### src/core/srcc_pkg.sv
// constants for the stop-recovery clock control block
package srcc_pkg;
   // stop-recovery control register fields
   localparam int SRC_PRESCALE_BIT = 0;
   localparam int SRC_SOURCE_LO    = 2;
   localparam int SRC_SOURCE_HI    = 4;
   localparam int SRC_DELAY_BIT    = 5;
   localparam logic [7:0] SRC_RESET = 8'h00;
   // port 3 mode register fields
   localparam int P3M_ANALOG_BIT    = 1;
   localparam logic [7:0] P3M_RESET = 8'h00;
   // interrupt request register edge-select fields
   localparam int IRQ_EDGE_LO = 6;
   localparam int IRQ_EDGE_HI = 7;
   localparam logic [7:0] IRQ_RESET = 8'h00;
   // interrupt mask register: bit 7 global, bits 5:0 per request
   localparam int IMR_GLOBAL_BIT    = 7;
   localparam int NUM_IRQ           = 6;
   localparam logic [7:0] IMR_RESET = 8'h00;
   // edge modes
   localparam logic [1:0] EDGE_FALL = 2'h0;
   localparam logic [1:0] EDGE_RISE = 2'h1;
   localparam logic [1:0] EDGE_BOTH = 2'h2;
   // prescaler
   localparam int PRESCALE_DIV = 16;
   localparam logic [3:0] PRESCALE_LAST = 4'hf;
   // recovery delay: power-on-reset time, typical 5 ms lower end
   localparam int CLOCK_HZ     = 10_000_000;
   localparam int POR_DELAY_US = 5000;
   localparam int POR_DELAY_CYC = (POR_DELAY_US * (CLOCK_HZ / 1_000_000));
   localparam int DELAY_W       = 17;
   typedef enum logic [1:0] {SRCC_RUN, SRCC_STOP, SRCC_DELAY} srcc_state_e;
endpackage

### src/core/srcc_top.sv
// stop-mode recovery, clock prescale and interrupt steering
//
// Summary of operation
// - control bit 5 selects recovery delay
// - recovery delay lasts power-on-reset time
// - no delay: resume immediately on wake
// - bit 0 enables divide-by-16 prescaler
// - prescaled enables gate system and timer clocks
// - wake from stop clears prescale select
// - bits 4:2 select stop wake source
// - mode bit 1 enables analog comparators
// - irq bits 7:6 choose comparator edges
// - digital mode: interrupt from port3 bit3
// - analog mode: interrupt from wake logic
// - mask gates six requests globally, individually
`timescale 1ns/1ns
`default_nettype none
module srcc_top
   import srcc_pkg::*;
#(
   parameter int POR_CYCLES = POR_DELAY_CYC
) (
   input  wire logic               clock,
   input  wire logic               rst,
   // register writes from the core, same clock
   input  wire logic               stop_recovery_wr,
   input  wire logic               port3_mode_wr,
   input  wire logic               irq_ctrl_wr,
   input  wire logic               irq_mask_wr,
   input  wire logic [7:0]         wr_data,
   input  wire logic               stop_req,
   // asynchronous pins and comparator levels
   input  wire logic               port3_bit1_pin,
   input  wire logic               port3_bit2_pin,
   input  wire logic               port3_bit3_pin,
   input  wire logic               comparator_reference_pin,
   input  wire logic [3:0]         wake_pins,
   input  wire logic [NUM_IRQ-4:0] other_irq_req,
   output logic [7:0]              stop_recovery_control_reg,
   output logic [7:0]              port3_mode_reg,
   output logic [7:0]              irq_ctrl_reg,
   output logic [7:0]              irq_mask_reg,
   output logic                    sys_clock_en,
   output logic                    timer_irq_clock,
   output logic                    cpu_run,
   output logic                    stopped,
   output logic [NUM_IRQ-1:0]      irq_pending,
   output logic [NUM_IRQ-1:0]      irq_out
);
   typedef struct packed {
      srcc_state_e          state;
      logic [7:0]           src;
      logic [7:0]           p3m;
      logic [7:0]           irqc;
      logic [7:0]           imr;
      logic [3:0]           pre_cnt;
      logic [DELAY_W-1:0]   delay;
      logic [6:0]           s1;
      logic [6:0]           s2;
      logic [2:0]           prev;
      logic [NUM_IRQ-1:0]   pend;
      logic                 sys_en;
      logic                 tmr_en;
   } srcc_state_s;

   srcc_state_s st_reg;
   srcc_state_s st_next;

   // edge detect per chosen polarity
   function automatic logic edge_hit(input logic [1:0] mode, input logic now,
                                     input logic was);
      unique case (mode)
         EDGE_FALL: edge_hit = was & ~now;
         EDGE_RISE: edge_hit = ~was & now;
         default:   edge_hit = was ^ now;
      endcase
   endfunction

   logic       analog;
   logic       ch1;
   logic       ch2;
   logic       ch3;
   logic       wake_src;
   logic [1:0] edge_mode;
   logic [2:0] wake_sel;

   always_comb begin
      analog   = st_reg.p3m[P3M_ANALOG_BIT];
      // analog: pins compared with reference inputs
      ch1      = analog ? (st_reg.s2[0] & ~st_reg.s2[3]) : st_reg.s2[0];
      ch2      = analog ? (st_reg.s2[1] & ~st_reg.s2[2]) : st_reg.s2[1];
      wake_sel = st_reg.src[SRC_SOURCE_HI:SRC_SOURCE_LO];
      unique case (wake_sel)
         3'h0:    wake_src = 1'b0;
         3'h1:    wake_src = ch1;
         3'h2:    wake_src = ch2;
         3'h3:    wake_src = st_reg.s2[2];
         3'h4:    wake_src = st_reg.s2[3];
         3'h5:    wake_src = st_reg.s2[4];
         3'h6:    wake_src = st_reg.s2[5];
         default: wake_src = st_reg.s2[6];
      endcase
      ch3       = analog ? wake_src : st_reg.s2[2];
      edge_mode = st_reg.irqc[IRQ_EDGE_HI:IRQ_EDGE_LO];
   end

   always_comb begin
      st_next      = st_reg;
      // pins pass two flops before use
      st_next.s1   = {wake_pins[3:1], comparator_reference_pin, port3_bit3_pin,
                      port3_bit2_pin, port3_bit1_pin};
      st_next.s2   = st_reg.s1;
      st_next.prev = {ch3, ch2, ch1};
      if (stop_recovery_wr) st_next.src = wr_data;
      if (port3_mode_wr)    st_next.p3m = wr_data;
      if (irq_ctrl_wr)      st_next.irqc = wr_data;
      if (irq_mask_wr)      st_next.imr = wr_data;
      // pending bits: core clears via writes of irq control; set wins
      if (irq_ctrl_wr) st_next.pend = st_reg.pend & wr_data[NUM_IRQ-1:0];
      st_next.pend[0] = st_next.pend[0] | edge_hit(edge_mode, ch1, st_reg.prev[0]);
      st_next.pend[1] = st_next.pend[1] | edge_hit(edge_mode, ch2, st_reg.prev[1]);
      st_next.pend[2] = st_next.pend[2] | (st_reg.prev[2] & ~ch3);
      st_next.pend[NUM_IRQ-1:3] = st_next.pend[NUM_IRQ-1:3] | other_irq_req;
      // prescaler counter; divider off gives an enable every cycle outside stop (system enable in run only)
      st_next.pre_cnt = st_reg.pre_cnt + 4'h1;
      st_next.sys_en  = 1'b0;
      st_next.tmr_en  = 1'b0;
      if (!st_reg.src[SRC_PRESCALE_BIT] || st_reg.pre_cnt == PRESCALE_LAST) begin
         st_next.sys_en = (st_reg.state == SRCC_RUN);
         st_next.tmr_en = (st_reg.state != SRCC_STOP);
      end
      unique case (st_reg.state)
         SRCC_RUN: begin
            if (stop_req) st_next.state = SRCC_STOP;
         end
         SRCC_STOP: begin
            if (wake_src) begin
               st_next.src[SRC_PRESCALE_BIT] = 1'b0;
               st_next.pre_cnt = 4'h0;
               if (st_reg.src[SRC_DELAY_BIT]) begin
                  st_next.state = SRCC_DELAY;
                  st_next.delay = DELAY_W'(POR_CYCLES - 1);
               end else begin
                  st_next.state = SRCC_RUN;
               end
            end
         end
         SRCC_DELAY: begin
            st_next.delay = st_reg.delay - DELAY_W'(1);
            if (st_reg.delay == '0) st_next.state = SRCC_RUN;
         end
      endcase
   end

   always_ff @(posedge clock) begin
      if (rst) begin
         st_reg       <= '0;
         st_reg.state <= SRCC_RUN;
         st_reg.src   <= SRC_RESET;
         st_reg.p3m   <= P3M_RESET;
         st_reg.irqc  <= IRQ_RESET;
         st_reg.imr   <= IMR_RESET;
      end else begin
         st_reg <= st_next;
      end
   end

   assign stop_recovery_control_reg = st_reg.src;
   assign port3_mode_reg  = st_reg.p3m;
   assign irq_ctrl_reg    = st_reg.irqc;
   assign irq_mask_reg    = st_reg.imr;
   assign sys_clock_en    = st_reg.sys_en;
   assign timer_irq_clock = st_reg.tmr_en;
   assign cpu_run         = (st_reg.state == SRCC_RUN);
   assign stopped         = (st_reg.state == SRCC_STOP);
   assign irq_pending     = st_reg.pend;
   // global bit and per-request bits both gate
   assign irq_out = st_reg.pend & st_reg.imr[NUM_IRQ-1:0]
                    & {NUM_IRQ{st_reg.imr[IMR_GLOBAL_BIT]}};
endmodule // srcc_top
`default_nettype wire

### config.mk
export PLATFORM = sky130hd
export DESIGN_NAME = srcc_top
export DESIGN_NICKNAME = d
export VERILOG_FILES = /design/src/core/srcc_pkg.sv /design/src/core/srcc_top.sv
export SDC_FILE = /design/constraint.sdc
export NUM_CORES = 1
export LEC_CHECK = 0
export BUFFER_PORTS_ARGS = -buffer_cell sky130_fd_sc_hd__buf_4
export CORE_MARGIN = 5
export CORE_UTILIZATION = 50
export DETAILED_ROUTE_END_ITERATION = 12
export PLACE_DENSITY = 0.76
export SYNTH_ARGS = -nofsm -noshare
export SYNTH_HDL_FRONTEND = slang
export SYNTH_SLANG_ARGS = --single-unit
### constraint.sdc
create_clock -name clock -period 2.2 [get_ports clock]
set_clock_uncertainty 0.1 [all_clocks]
set_input_delay 0.22 -clock clock [delete_from_list [all_inputs] [get_ports clock]]
set_output_delay 0.22 -clock clock [all_outputs]
set_load 0.005 [all_outputs]
==> key figures <==
GRT
  – Wire length of the first global-routing pass: 12800 µm
  – Number of antenna violations at the first check in global routing: 0
  – All-Layer GR Usage: 16.3%
  – Sum of overflow across all layers after global routing: 0
  – Maximum number of pins on one net before global-route repair: 69
  – Number of global-route vias before repair: 2738

Logic synthesis
  – Leading register cell type out of synthesis: sky130_fd_sc_hd__dfxtp_1
  – Synthesized instance count: 396
  – Post-synthesis sequential element count: 80
  – Count of unique library cells instantiated by Yosys: 49
  – Mean instance size in the synthesized netlist: 9.49 µm²
  – Post-Synthesis Cell Area: 3760 µm²
  – Share of flip-flops with an asynchronous set or reset after synthesis: 0%
  – Sequential element share of the synthesized area: 42.6%
  – Count of synthesis-stage warnings from yosys: 0
  – Number of enable flip-flop cells after synthesis: 0
  – Syn nets: 432

Floorplan
  – Die X: 96.7 µm
  – Top-level port count: 74
  – Initial Util: 51.6%
  – Number of cell rows: 31
  – Die Outline Area: 9350 µm²
  – Die span in y: 96.7 µm
  – Core Footprint: 7290 µm²

STA
  – RSZ-0062 raised after global routing: false
  – Least-Margin Pin Slew: 685 ps
  – Number of failing hold endpoints at the final stage: 0
  – Max Clk Rate: 0.473 GHz
  – Worst hold margin: 9.59 ps
  – Setup violations, final: 0
  – Part of the cycle the worst path needs: 96.0%
  – Worst relative slew slack: 54.3%
  – TNS Setup: 0 ps
  – Time the worst path needs with I/O delays and setup: 2110 ps
  – Number of pins exceeding their max-slew limit in the final report: 0

Route
  – Final Routed Wirelength: 7540 µm
  – Routed vias/inst: 5.16
  – WL/cell: 13.9 µm
  – Number of routed nets with antenna violations: 0
  – DRC viols: 0
  – Via count: 2804
  – Starting DRT DRC Count: 68
  – Number of detailed-routing iterations run before antenna repair: 4

Status
  – Result of the run: finished, final reports clean

Final layout
  – Highest-count cells in the layout ignoring fill and taps: 82 x sky130_fd_sc_hd__buf_4, 79 x sky130_fd_sc_hd__dfxtp_1, 51 x sky130_fd_sc_hd__nor2_1
  – Fill cells: 662
  – Post-layout nets: 475
  – Area of combinational cells with multiple inputs: 1720 µm²
  – Storage cell area: 1600 µm²
  – Most common cell after layout, fill and taps aside: sky130_fd_sc_hd__buf_4
  – Fraction of final layout cells sized beyond drive strength 1: 27.5%
  – Post-Layout Inst Area: 4370 µm²
  – Area delta synth->final: 16.3%
  – Number of inserted diodes: 0
  – Largest register FFs: 33
  – Layout Cells excl Fill: 543

Worst setup path
  – Worst setup EP type: register
  – CP Class: reg -> reg
  – Critical path data arrival time: 2250 ps
  – Launching element type of the critical path: register
  – Critical Path RT: 2340 ps
  – Worst-path maximum fanout: 5

Clock tree
  – Total clock buffers created by CTS: 9
  – Maximum root-to-sink buffer count: 2
  – Clock-pin slew on the worst setup and hold paths: 70 ps
  – Clock tree from TritonCTS: yes
  – Clk_lat worst skew: 350 ps
  – Clock tree sinks: 80
  – Clock root cell: sky130_fd_sc_hd__clkbuf_8
  – CTS HTree Levels: 3

Min path
  – Hold/Removal Path Class: in -> reg

Place
  – Number of placed instances, taps included: 521
  – Detailed-placement wirelength estimate: 5410 µm
  – Final weighted congestion in routability-driven placement: 0.809
  – Input/output buffers: 72
  – Instance area after placement: 4120 µm²

Power and ir drop
  – Leakage dissipation: 2.03 nW
  – Max IR drop VDD: 578 µV
  – Power per standard cell area: 1000 nW/µm²

Run
  – Max-capacitance violation count: 0
[path summary, 6_finish.rpt]
kind | startpoint | slack, ps | depth (start not counted) | endpoint
min | wake_pins[1] | 10 | 2 | st_next[15]
max reg2reg | st_reg[35] | 90 | 5 | st_reg[78]
max | st_reg[35] | 90 | 5 | st_reg[78]
min reg2reg | st_next[11] | 340 | 1 | st_reg[11]
[critical path, stage by stage, from the launching register on]
cell and delay (ps):
sky130_fd_sc_hd__dfxtp_2 340, sky130_fd_sc_hd__or3_4 390, sky130_fd_sc_hd__or4b_4 520, sky130_fd_sc_hd__o21ai_2 150
sky130_fd_sc_hd__o221a_4 200, sky130_fd_sc_hd__mux2_1 310
[metal layers]
| layer | GRT usage, % | wire [µm] | vias to the layer above |
|---|---|---|---|
| met5 | 0 | 0 | - |
| met3 | 5.04 | 430 | 16 |
| met1 | 19.0 | 3360 | 1302 |
| met2 | 27.2 | 3570 | 78 |
| li1 | - | - | 1408 |
| met4 | 7.88 | 184 | 0 |
[through the flow]
step	setup slack (ps)	util, %	power [mW]
final	87.6	60.0	4.38
after global routing	10.7	60.0	4.68
after CTS	27.9	59.6	4.38
after detailed placement	63.6	56.5	3.42
after global placement	80.5	56.5	3.37
after floorplan	142	-	3.03
[power by group]
group / leakage [nW] / total, mW / internal [mW] / switching, mW
clock: 0.0834 / 0.929 / 0.438 / 0.491
sequential: 0.660 / 1.86 / 1.66 / 0.194
combinational: 1.29 / 1.60 / 0.755 / 0.842
[logic make-up (layout without fill, tap and decap cells)]
logic type / count (synthesis) / count (layout) / share of synthesized area, %
fa+ha+maj: 10 / 10 / 3.33
simple gates: 139 / 139 / 20.1
compound gates: 43 / 43 / 8.39
buf+inv: 75 / 123 / 12.3
xor+xnor: 2 / 2 / 0.466
flops: 80 / 80 / 42.6
mux: 47 / 47 / 12.7
[cell type report]
type,instances,share of cell area [%]
Multi-Input combinational cell,241,39.2
Sequential cell,80,36.7
Timing Repair Buffer,89,15.9
Clock buffer,13,3.41
Tap cell,99,2.83
Inverter,18,1.55
Clock inverter,3,0.401
[what timing repair did]
item / in CTS / in global routing
endpoints found under the setup margin: 0 / 3
setup buffers: 0 / 0
hold buffers: 6 / 0
endpoints found under the hold margin: 6 / 0
resized for setup: 0 / 5
[Yosys cell counts (3+ instances only)]
cell,instances,area [µm²]
sky130_fd_sc_hd__a31oi_1,5,31.3
sky130_fd_sc_hd__nand4_1,8,50.1
sky130_fd_sc_hd__and4_2,5,50.1
sky130_fd_sc_hd__o21ai_0,9,45.0
sky130_fd_sc_hd__clkbuf_1,10,37.5
sky130_fd_sc_hd__nor2_1,51,191
sky130_fd_sc_hd__buf_6,3,33.8
sky130_fd_sc_hd__buf_4,41,308
sky130_fd_sc_hd__nor2b_1,15,93.8
sky130_fd_sc_hd__mux2i_1,43,430
sky130_fd_sc_hd__nand2_1,14,52.6
sky130_fd_sc_hd__a21oi_1,13,65.1
sky130_fd_sc_hd__ha_1,10,125
sky130_fd_sc_hd__a21o_1,3,22.5
sky130_fd_sc_hd__nor4_1,7,43.8
sky130_fd_sc_hd__nand3_1,3,15.0
sky130_fd_sc_hd__and3_1,6,37.5
sky130_fd_sc_hd__dfxtp_1,80,1600
sky130_fd_sc_hd__nor3_1,11,55.1
sky130_fd_sc_hd__nand2b_1,8,50.1
sky130_fd_sc_hd__inv_1,17,63.8
(Power assumes the default switching activity.)
